## src/design/dim_ctrl_pkg.sv

```systemverilog
/*
 * Constants shared by the dimming output controller: register map,
 * output modes, PWM timing and the sync/reset filter times.
 * Assumes a 40 MHz core clock.
 */
package dim_ctrl_pkg;
    // ==========================================================
    // Clock and timing
    localparam int unsigned CORE_CLK_HZ = 40000000;
    localparam int unsigned MASTER_CLK_HZ = 16000000;
    localparam int unsigned PWM_DEFAULT_HZ = 888;
    localparam int unsigned PWM_MAX_HZ = 5300;
    localparam int unsigned RESET_HOLD_MS = 100;
    localparam int unsigned RESET_HOLD_CYC = CORE_CLK_HZ / 1000 * RESET_HOLD_MS;
    localparam int unsigned SYNC_IDLE_MS = 100;
    localparam int unsigned SYNC_IDLE_CYC = CORE_CLK_HZ / 1000 * SYNC_IDLE_MS;
    // Master tick: 16 MHz from 40 MHz by fractional accumulator (2/5)
    localparam logic [3:0] TICK_NUM = 4'h2;
    localparam logic [3:0] TICK_DEN = 4'h5;
    // Period in master ticks, 12-bit PWM is 4096 steps
    localparam logic [15:0] PERIOD_DEFAULT = 16'(MASTER_CLK_HZ / PWM_DEFAULT_HZ);
    localparam logic [15:0] PERIOD_MIN = 16'((MASTER_CLK_HZ + PWM_MAX_HZ - 1) / PWM_MAX_HZ);
    localparam int unsigned DUTY_W = 12;
    localparam int unsigned DIM_W = 10;
    localparam int unsigned ADC_W = 16;
    localparam int unsigned N_PWM = 3;
    localparam logic [11:0] DUTY_FULL = 12'hfff;
    // 10 % and 1 % of full scale
    localparam logic [11:0] DUTY_MIN_ANALOG = 12'h19a;
    localparam logic [11:0] DUTY_MIN_DIGITAL = 12'h029;
    // Channel stagger in master ticks
    localparam logic [15:0] STAGGER_TICKS = 16'h0008;

    // ==========================================================
    // Register map (word index on the plain port)
    localparam logic [3:0] REG_CTRL = 4'h0;
    localparam logic [3:0] REG_PERIOD = 4'h1;
    localparam logic [3:0] REG_NET_DIM = 4'h2;
    localparam logic [3:0] REG_STATUS = 4'h3;
    localparam logic [3:0] REG_DUTY1 = 4'h4;
    localparam logic [3:0] REG_ADC_X = 4'h5;
    localparam logic [3:0] REG_ADC_Y = 4'h6;
    localparam logic [3:0] REG_ADC_Z = 4'h7;
    localparam logic [3:0] REG_STRING = 4'h8;
    // CTRL fields
    localparam int unsigned CTRL_SRC_NET = 0;
    localparam int unsigned CTRL_SYNC_EN = 1;
    localparam int unsigned CTRL_AUX_DIG = 2;
    localparam int unsigned CTRL_AUX_CTL = 3;
    localparam int unsigned CTRL_SWAP = 4;
    localparam logic [7:0] CTRL_RESET = 8'h02;
    localparam logic [DIM_W-1:0] NET_DIM_RESET = 10'h3ff;
    localparam logic [9:0] AUX_ANALOG_THRESH = 10'h200;

    typedef enum logic [1:0] {
        MODE_ANALOG = 2'h0,
        MODE_DIGITAL = 2'h1,
        MODE_TUNE_ONLY = 2'h2
    } out_mode_t;
endpackage

```

## src/design/adc_bank_if.sv

```systemverilog
/*
 * Interface carrying the colour converter hand-off into the result bank.
 * Assumes one writer (the top) and one reader module.
 */
`timescale 1ns/1ps
interface adc_bank_if;
    logic done;
    logic [dim_ctrl_pkg::ADC_W-1:0] raw [3];
    logic [1:0] rd_sel;
    logic [dim_ctrl_pkg::ADC_W-1:0] rd_data;
    modport ctrl (output done, output raw, output rd_sel, input rd_data);
    modport bank (input done, input raw, input rd_sel, output rd_data);
endinterface

```

## src/design/lighting_dimming_output_ctrl.sv

```systemverilog
/*
 * Dimming output controller: three staggered 12-bit PWMs from a 10-bit
 * dimming level, strapped output mode, mains sync with long-low reset,
 * converter result hand-off and aux occupancy input.
 * Assumes a 40 MHz core clock and a plain register port on that clock;
 * pins and the analog converters' outputs are asynchronous.
 */
`timescale 1ns/1ps
module lighting_dimming_output_ctrl #(
    parameter int unsigned RESET_HOLD_CYC = dim_ctrl_pkg::RESET_HOLD_CYC,
    parameter int unsigned SYNC_IDLE_CYC = dim_ctrl_pkg::SYNC_IDLE_CYC
) (
    input wire logic core_clk_i,
    input wire logic rst_i,
    input wire logic ce_i,
    input wire logic [3:0] reg_addr_i,
    input wire logic [15:0] reg_wdata_i,
    input wire logic reg_wr_i,
    input wire logic reg_rd_i,
    output logic [15:0] reg_rdata_o,
    input wire logic [1:0] mode_strap_i,
    input wire logic mains_lock_and_reset_pin_i,
    input wire logic [9:0] analog_dimmer_input_i,
    input wire logic hv_supply_in_range_i,
    input wire logic adc_done_i,
    input wire logic [47:0] adc_raw_i,
    input wire logic aux_digital_i,
    input wire logic [9:0] aux_analog_i,
    input wire logic [1:0] string_cct_i,
    output logic primary_dim_output_pin_o,
    output logic [11:0] primary_analog_level_o,
    output logic primary_analog_en_o,
    output logic tune_a_pwm_o,
    output logic tune_b_pwm_o,
    output logic internal_divider_sel_o,
    output logic device_reset_o
);
    localparam int unsigned RST_W = $clog2(RESET_HOLD_CYC + 1);
    localparam int unsigned IDLE_W = $clog2(SYNC_IDLE_CYC + 1);

    // ==========================================================
    // Input synchronisers
    logic sync_pin_m_q, sync_pin_q, sync_pin_d1_q;
    logic aux_m_q, aux_q, hv_m_q, hv_q, done_m_q, done_q, done_d1_q;
    logic [9:0] dim_m_q, dim_q, auxa_m_q, auxa_q;
    logic [1:0] cct_m_q, cct_q;

    always_ff @(posedge core_clk_i) begin
        if (rst_i) begin
            sync_pin_m_q <= 1'b1;
            sync_pin_q <= 1'b1;
            aux_m_q <= 1'b0;
            aux_q <= 1'b0;
            hv_m_q <= 1'b0;
            hv_q <= 1'b0;
            done_m_q <= 1'b0;
            done_q <= 1'b0;
            dim_m_q <= '0;
            dim_q <= '0;
            auxa_m_q <= '0;
            auxa_q <= '0;
            cct_m_q <= '0;
            cct_q <= '0;
        end else if (ce_i) begin
            sync_pin_m_q <= mains_lock_and_reset_pin_i;
            sync_pin_q <= sync_pin_m_q;
            aux_m_q <= aux_digital_i;
            aux_q <= aux_m_q;
            hv_m_q <= hv_supply_in_range_i;
            hv_q <= hv_m_q;
            done_m_q <= adc_done_i;
            done_q <= done_m_q;
            dim_m_q <= analog_dimmer_input_i;
            dim_q <= dim_m_q;
            auxa_m_q <= aux_analog_i;
            auxa_q <= auxa_m_q;
            cct_m_q <= string_cct_i;
            cct_q <= cct_m_q;
        end
    end

    always_ff @(posedge core_clk_i) begin
        if (rst_i) begin
            sync_pin_d1_q <= 1'b1;
            done_d1_q <= 1'b0;
        end else if (ce_i) begin
            sync_pin_d1_q <= sync_pin_q;
            done_d1_q <= done_q;
        end
    end

    // ==========================================================
    // Mode strap caught on the first enabled cycle after reset
    logic strap_taken_q;
    dim_ctrl_pkg::out_mode_t mode_q;

    always_ff @(posedge core_clk_i) begin
        if (rst_i) begin
            strap_taken_q <= 1'b0;
            mode_q <= dim_ctrl_pkg::MODE_ANALOG;
        end else if (ce_i && !strap_taken_q) begin
            strap_taken_q <= 1'b1;
            case (mode_strap_i)
                2'h0: mode_q <= dim_ctrl_pkg::MODE_ANALOG;
                2'h1: mode_q <= dim_ctrl_pkg::MODE_DIGITAL;
                default: mode_q <= dim_ctrl_pkg::MODE_TUNE_ONLY;
            endcase
        end
    end

    // ==========================================================
    // Registers
    logic [7:0] ctrl_q;
    logic [15:0] period_q;
    logic [9:0] net_dim_q;
    logic wr_ok;
    assign wr_ok = ce_i && reg_wr_i;

    always_ff @(posedge core_clk_i) begin
        if (rst_i) begin
            ctrl_q <= dim_ctrl_pkg::CTRL_RESET;
            period_q <= dim_ctrl_pkg::PERIOD_DEFAULT;
            net_dim_q <= dim_ctrl_pkg::NET_DIM_RESET;
        end else if (wr_ok) begin
            case (reg_addr_i)
                dim_ctrl_pkg::REG_CTRL: ctrl_q <= reg_wdata_i[7:0];
                dim_ctrl_pkg::REG_PERIOD: period_q <= (reg_wdata_i < dim_ctrl_pkg::PERIOD_MIN)
                    ? dim_ctrl_pkg::PERIOD_MIN : reg_wdata_i;
                dim_ctrl_pkg::REG_NET_DIM: net_dim_q <= reg_wdata_i[9:0];
                default: ;
            endcase
        end
    end

    // ==========================================================
    // 16 MHz master tick
    logic [3:0] acc_q;
    logic tick_q;

    always_ff @(posedge core_clk_i) begin
        if (rst_i) begin
            acc_q <= '0;
            tick_q <= 1'b0;
        end else if (ce_i) begin
            if (acc_q + dim_ctrl_pkg::TICK_NUM >= dim_ctrl_pkg::TICK_DEN) begin
                acc_q <= acc_q + dim_ctrl_pkg::TICK_NUM - dim_ctrl_pkg::TICK_DEN;
                tick_q <= 1'b1;
            end else begin
                acc_q <= acc_q + dim_ctrl_pkg::TICK_NUM;
                tick_q <= 1'b0;
            end
        end
    end

    // ==========================================================
    // Sync pin: presence detect and long-low reset
    logic [IDLE_W-1:0] idle_cnt_q;
    logic sync_live_q;
    logic [RST_W-1:0] low_cnt_q;
    logic sync_rise;
    assign sync_rise = sync_pin_q && !sync_pin_d1_q;

    always_ff @(posedge core_clk_i) begin
        if (rst_i) begin
            idle_cnt_q <= '0;
            sync_live_q <= 1'b0;
        end else if (ce_i) begin
            if (sync_rise) begin
                idle_cnt_q <= '0;
                sync_live_q <= 1'b1;
            end else if (idle_cnt_q == IDLE_W'(SYNC_IDLE_CYC)) begin
                sync_live_q <= 1'b0;
            end else begin
                idle_cnt_q <= idle_cnt_q + 1'b1;
            end
        end
    end

    always_ff @(posedge core_clk_i) begin
        if (rst_i) begin
            low_cnt_q <= '0;
            device_reset_o <= 1'b0;
        end else if (ce_i) begin
            if (sync_pin_q) begin
                low_cnt_q <= '0;
                device_reset_o <= 1'b0;
            end else if (low_cnt_q == RST_W'(RESET_HOLD_CYC)) begin
                device_reset_o <= 1'b1;
            end else begin
                low_cnt_q <= low_cnt_q + 1'b1;
            end
        end
    end

    // ==========================================================
    // Dimming level and duty
    logic [9:0] dim_level;
    logic aux_occupied;
    logic [11:0] duty_raw, duty1;
    assign aux_occupied = ctrl_q[dim_ctrl_pkg::CTRL_AUX_DIG] ? aux_q
        : (auxa_q >= dim_ctrl_pkg::AUX_ANALOG_THRESH);
    always_comb begin
        dim_level = ctrl_q[dim_ctrl_pkg::CTRL_SRC_NET] ? net_dim_q : dim_q;
        if (ctrl_q[dim_ctrl_pkg::CTRL_AUX_CTL] && !aux_occupied) begin
            dim_level = '0;
        end
    end
    assign duty_raw = {dim_level, dim_level[9:8]};

    always_comb begin
        duty1 = duty_raw;
        if (mode_q == dim_ctrl_pkg::MODE_ANALOG && duty_raw < dim_ctrl_pkg::DUTY_MIN_ANALOG) begin
            duty1 = dim_ctrl_pkg::DUTY_MIN_ANALOG;
        end else if (duty_raw < dim_ctrl_pkg::DUTY_MIN_DIGITAL) begin
            duty1 = dim_ctrl_pkg::DUTY_MIN_DIGITAL;
        end
    end

    // ==========================================================
    // Period counter, restarted by sync edges
    logic [15:0] per_cnt_q;
    logic [11:0] duty_q [dim_ctrl_pkg::N_PWM];

    always_ff @(posedge core_clk_i) begin
        if (rst_i) begin
            per_cnt_q <= '0;
        end else if (ce_i) begin
            if (ctrl_q[dim_ctrl_pkg::CTRL_SYNC_EN] && sync_live_q && sync_rise) begin
                per_cnt_q <= '0;
            end else if (tick_q) begin
                if (per_cnt_q >= period_q - 1'b1) begin
                    per_cnt_q <= '0;
                end else begin
                    per_cnt_q <= per_cnt_q + 1'b1;
                end
            end
        end
    end

    logic [15:0] pos [dim_ctrl_pkg::N_PWM];
    logic [dim_ctrl_pkg::N_PWM-1:0] pwm_q;

    // Each channel runs STAGGER_TICKS further ahead in phase, so the channels' wrap edges never coincide
    genvar g;
    generate
        for (g = 0; g < dim_ctrl_pkg::N_PWM; g++) begin : g_ch
            logic [16:0] shifted;
            logic [27:0] thr_full;
            logic [15:0] thr;
            assign shifted = {1'b0, per_cnt_q} + 17'(dim_ctrl_pkg::STAGGER_TICKS * g);
            assign pos[g] = (shifted >= {1'b0, period_q}) ? 16'(shifted - {1'b0, period_q})
                : shifted[15:0];
            // Compare threshold: duty scaled onto the period
            assign thr_full = period_q * duty_q[g];
            assign thr = (duty_q[g] == dim_ctrl_pkg::DUTY_FULL) ? period_q
                : thr_full[27:12];
            // New duty taken at this channel's own wrap, so a level change stays staggered
            always_ff @(posedge core_clk_i) begin
                if (rst_i) begin
                    duty_q[g] <= '0;
                    pwm_q[g] <= 1'b0;
                end else if (ce_i) begin
                    if (tick_q && pos[g] >= period_q - 1'b1) begin
                        duty_q[g] <= duty_raw;
                    end
                    pwm_q[g] <= pos[g] < thr;
                end
            end
        end
    endgenerate

    // ==========================================================
    // Output steering
    logic swap;
    assign swap = ctrl_q[dim_ctrl_pkg::CTRL_SWAP] ^ cct_q[0] ^ cct_q[1];

    always_ff @(posedge core_clk_i) begin
        if (rst_i) begin
            primary_dim_output_pin_o <= 1'b0;
            primary_analog_level_o <= '0;
            primary_analog_en_o <= 1'b0;
            tune_a_pwm_o <= 1'b0;
            tune_b_pwm_o <= 1'b0;
            internal_divider_sel_o <= 1'b0;
        end else if (ce_i && strap_taken_q) begin
            internal_divider_sel_o <= hv_q;
            tune_a_pwm_o <= swap ? pwm_q[2] : pwm_q[1];
            tune_b_pwm_o <= swap ? pwm_q[1] : pwm_q[2];
            case (mode_q)
                dim_ctrl_pkg::MODE_ANALOG: begin
                    primary_dim_output_pin_o <= 1'b0;
                    primary_analog_level_o <= duty1;
                    primary_analog_en_o <= 1'b1;
                end
                dim_ctrl_pkg::MODE_DIGITAL: begin
                    primary_dim_output_pin_o <= (duty1 == duty_raw) ? pwm_q[0]
                        : (pos[0] < 16'((32'(period_q) * 32'(duty1)) >> 12));
                    primary_analog_level_o <= '0;
                    primary_analog_en_o <= 1'b0;
                end
                default: begin
                    primary_dim_output_pin_o <= 1'b0;
                    primary_analog_level_o <= '0;
                    primary_analog_en_o <= 1'b0;
                end
            endcase
        end
    end

    // ==========================================================
    // Converter hand-off and read port
    adc_bank_if abus ();
    assign abus.done = done_q && !done_d1_q;
    assign abus.raw[0] = adc_raw_i[15:0];
    assign abus.raw[1] = adc_raw_i[31:16];
    assign abus.raw[2] = adc_raw_i[47:32];
    assign abus.rd_sel = 2'(reg_addr_i - dim_ctrl_pkg::REG_ADC_X);

    adc_result_bank u_bank (
        .core_clk_i(core_clk_i),
        .rst_i(rst_i),
        .ce_i(ce_i),
        .bus(abus.bank)
    );

    logic rd_adc_q;
    logic [15:0] rd_reg_q;
    always_ff @(posedge core_clk_i) begin
        if (rst_i) begin
            rd_adc_q <= 1'b0;
            rd_reg_q <= '0;
        end else if (ce_i) begin
            rd_adc_q <= reg_rd_i && reg_addr_i >= dim_ctrl_pkg::REG_ADC_X
                && reg_addr_i <= dim_ctrl_pkg::REG_ADC_Z;
            case (reg_addr_i)
                dim_ctrl_pkg::REG_CTRL: rd_reg_q <= {8'h00, ctrl_q};
                dim_ctrl_pkg::REG_PERIOD: rd_reg_q <= period_q;
                dim_ctrl_pkg::REG_NET_DIM: rd_reg_q <= {6'h00, net_dim_q};
                dim_ctrl_pkg::REG_STATUS: rd_reg_q <= {9'h000, hv_q, aux_occupied,
                    sync_live_q, strap_taken_q, 1'b0, mode_q};
                dim_ctrl_pkg::REG_DUTY1: rd_reg_q <= {4'h0, duty1};
                dim_ctrl_pkg::REG_STRING: rd_reg_q <= {15'h0000, swap};
                default: rd_reg_q <= '0;
            endcase
        end
    end
    assign reg_rdata_o = rd_adc_q ? abus.rd_data : rd_reg_q;
endmodule // lighting_dimming_output_ctrl

```

## src/design/adc_result_bank.sv

```systemverilog
/*
 * Double-buffered store of the three 16-bit converter results.
 * Assumes done is a one-cycle pulse on the core clock.
 */
`timescale 1ns/1ps
module adc_result_bank (
    input wire logic core_clk_i,
    input wire logic rst_i,
    input wire logic ce_i,
    adc_bank_if.bank bus
);
    logic [dim_ctrl_pkg::ADC_W-1:0] shadow_q [3];
    logic [dim_ctrl_pkg::ADC_W-1:0] rd_q;

    // All three words latched together on done, read from one register
    always_ff @(posedge core_clk_i) begin
        if (rst_i) begin
            for (int i = 0; i < 3; i++) shadow_q[i] <= '0;
        end else if (ce_i && bus.done) begin
            for (int i = 0; i < 3; i++) shadow_q[i] <= bus.raw[i];
        end
    end

    always_ff @(posedge core_clk_i) begin
        if (rst_i) begin
            rd_q <= '0;
        end else if (ce_i) begin
            rd_q <= (bus.rd_sel < 2'h3) ? shadow_q[bus.rd_sel] : '0;
        end
    end

    assign bus.rd_data = rd_q;
endmodule // adc_result_bank

```

## config.mk

```make
export PLATFORM = sky130hd
export DESIGN_NAME = lighting_dimming_output_ctrl
export DESIGN_NICKNAME = d
export VERILOG_FILES = /design/src/design/dim_ctrl_pkg.sv /design/src/design/adc_bank_if.sv /design/src/design/lighting_dimming_output_ctrl.sv /design/src/design/adc_result_bank.sv
export SDC_FILE = /design/constraint.sdc
export NUM_CORES = 2
export LEC_CHECK = 0
export BUFFER_PORTS_ARGS = -buffer_cell sky130_fd_sc_hd__buf_2
export CAP_MARGIN = 10
export CORE_MARGIN = 4
export CORE_UTILIZATION = 30
export CTS_BUF_LIST = sky130_fd_sc_hd__clkbuf_4 sky130_fd_sc_hd__clkbuf_8
export CTS_CLUSTER_DIAMETER = 80
export DETAILED_ROUTE_END_ITERATION = 7
export PLACE_DENSITY_LB_ADDON = 0.08
export SYNTH_ARGS = -nofsm -noshare
export SYNTH_HDL_FRONTEND = slang
export SYNTH_SLANG_ARGS = --single-unit
```

## constraint.sdc

```tcl
create_clock -name core_clk_i -period 8.2 [get_ports core_clk_i]
set_input_delay 1.64 -clock core_clk_i [delete_from_list [all_inputs] [get_ports core_clk_i]]
set_output_delay 1.64 -clock core_clk_i [all_outputs]
set_load 0.02 [all_outputs]
```

==> results.cfg <==
[run_status]
status = complete, no violations

[sta]
setup_viol = 0
relSlewSlack = 0.2142
min_period_ns = 8.045
hold_viol = 0
rsz0062_at_grt = true
fin_crit_sh = 0.9811
setup_slack_ns = 0.1546
skew_ns = 0.03548
clock.fmax_mhz = 124.3
slew_violations = 0
worst_pin_slew_ns = 1.179

[cells_and_area]
finish.utilization = 0.3451
drive_gt1_frac = 0.1300
design_area_um2 = 46110
layout_common_cells = 672 x nand2_1, 672 x inv_1, 555 x fa_1, 424 x ha_1, 269 x nor2_1
nFillCells = 14080
num-nets-final = 5954
area_delta_synth_final_pct = 14.21

[min_path]
hold_depth = 2
hold_class = flip-flop to flip-flop
hp-start = primary_analog_level_o[10]$_SDFFE_PP0P_

[critical_path]
required_ns = 8.77
cp_common_cell = buf_4
start_kind = flip-flop
r2r-start = ctrl_q[0]$_SDFFE_PP0P_
cp_slowest_cell = fa_1
cp.depth = 36
cpLargestDelayFamily = adder cells
cp-startpoint = ctrl_q[0]$_SDFFE_PP0P_
reg2reg_depth = 36
critical_path.max_fanout = 6
max_stage_delay_ns = 0.53
crit_type = flip-flop to flip-flop
endpoint_kind = flip-flop
path_buf_inv = 8
cp.arrival_ns = 8.62

[placement]
numPortBuffers = 125
placed_area_um2 = 44480
gp_congestion = 0.8704
hpwlAfterDp_mm = 115.1
pre_cts_slack_ns = -0.5151

[routing]
vias_per_cell = 4.836
via_count = 32320
detail-route-antenna-nets = 0
firstDrtPassIters = 5
route.detailed.drc = 0
drtIter0Drc = 1719
drt-total-wl_mm = 141.4
routedWlPerCell_um = 21.17

[floorplanning]
die_h_um = 374.9
die_area_um2 = 140500
start_util = 0.3022
num_io_pins = 135
fp.coreArea_um2 = 133600
fp-row-count = 134
die_w_um = 374.9

[clock_tree]
htree_levels = 2
insertion_delay_ns = 0.69
cts_tree = yes
cts_hold_buf = 0
path_clk_slew_ns = 0.06
cts-root-buf = clkbuf_8
cts.path.max_buffers = 3
numCtsBuffers = 51
clkSinkCount = 271

[synthesis]
synth_warnings = 0
yosysUniqueCellTypes = 96
ys_seq_area_frac = 0.1537
syn-num-nets = 5745
synth_seq_cells = 271
synthArstFlopShare = 0
synthCells = 4656
synth.avg_cell_area_um2 = 8.672
ys.flop_type = dfxtp_1
synth_area_um2 = 40380
synth-edff-count = 78

[job]
cap_violations = 0

[grt]
antenna_found_initial = 13
overflow = 0
grt_pass1_vias = 34010
grt_max_degree = 80
grt_pass1_wl_mm = 215.7
grtUsageTotal = 0.2010

[power]
leakagePower_nw = 21.97
power_density_nw_per_um2 = 140.4
peakVddDrop_uv = 116.5
p_total_mw = 6.475
-- layout make-up --
type / count / area [µm²] / share of cell area
antenna: 6 / 15.01 / 0.0003256
clock buffer: 72 / 903.4 / 0.01959
clock inverter: 24 / 239.0 / 0.005182
inverter: 688 / 2584 / 0.05603
multi-input combinational: 3446 / 30910 / 0.6703
sequential: 271 / 6230 / 0.1351
tap: 1768 / 2212 / 0.04797
timing repair buffer: 407 / 3022 / 0.06553
-- logic make-up (layout without fill, tap and decap cells) --
kind of cell / count (synthesis) / in the layout / share of synthesized area
mux: 123 / 123 / 0.03161
buf+inv: 939 / 1191 / 0.08819
other cells: 0 / 6 / 0
simple gates: 1580 / 1580 / 0.1836
fa+ha+maj: 988 / 988 / 0.4097
xor+xnor: 163 / 163 / 0.03536
flops: 271 / 271 / 0.1537
compound gates: 592 / 592 / 0.09777
-- timing repair --
action | CTS | global route
setup endpoints to repair | 1 | 2
pin swaps | 23 | 56
gates resized for setup | 25 | 53
buffers inserted | 2 | 17
-- synthesized netlist by cell type (all sizes together), types with 58 or more instances --
master | count | area [µm²]
edfxtp | 78 | 2342
xnor2 | 95 | 832.1
nor3 | 112 | 570.6
a21o | 58 | 435.4
xor2 | 68 | 595.6
mux2i | 87 | 870.8
nor2 | 273 | 1027
nand2 | 679 | 2549
clkbuf | 213 | 800.8
inv | 683 | 2564
ha | 431 | 5393
fa | 557 | 11150
nand3 | 70 | 355.3
dfxtp | 193 | 3864
a21oi | 201 | 1017
and2 | 221 | 1383
o21ai | 86 | 434.2
-- stage by stage --
| stage | hold slack [ns] | setup TNS [ns] | std cells |
|---|---|---|---|
| floorplan | 0.4308 | 0 | 4656 |
| global placement | 0.4392 | -0.4464 | 6561 |
| detailed placement | 0.4468 | -0.5151 | 6561 |
| CTS | 0.4604 | 0 | 6659 |
| global route | 0.4802 | -0.1856 | 6679 |
| finish | 0.4548 | 0 | 6682 |
-- state kept, by name, indices dropped and copies added, names as in the netlist, 2 cells and up --
signal and flops:
cct_m_q 2, cct_q 2, dim_m_q 10, duty_q 30
acc_q 4, ctrl_q 8, per_cnt_q 16, dim_q 10
rd_reg_q 16, u_bank.bus.rd_data 16, net_dim_q 10, mode_q 2
u_bank.shadow_q 48, idle_cnt_q 22, pwm_q 3, period_q 16
primary_analog_level_o 12, low_cnt_q 22
-- final timing paths --
path / endpoint / slack (ns)
worst max-delay path: primary_dim_output_pin_o$_SDFFE_PP0P_ / 0.15
worst min-delay path: primary_analog_level_o[10]$_SDFFE_PP0P_ / 0.45
worst max register to register: primary_dim_output_pin_o$_SDFFE_PP0P_ / 0.15
worst min register to register: primary_analog_level_o[10]$_SDFFE_PP0P_ / 0.45
-- metal layers --
metal	GRT usage	part of all wire	up-vias
met1	0.2778	0.47	16000
met5	0	0.00019	-
met3	0.02447	0.039	139
met4	0.03797	0.020	4
met2	0.3402	0.47	608
li1	-	-	15570
-- where the power goes --
group / total (mW) / switching [mW] / internal [mW]
logic: 3.50 / 1.95 / 1.55
registers: 1.48 / 0.0532 / 1.42
clock network: 1.49 / 0.675 / 0.819
-- worst min-delay path, stage by stage, from the launching register on --
cell and delay, ns:
dfxtp_1 0.31, nand2_1 0.05, a21oi_1 0.05
Power figures use the tool's default switching activity.
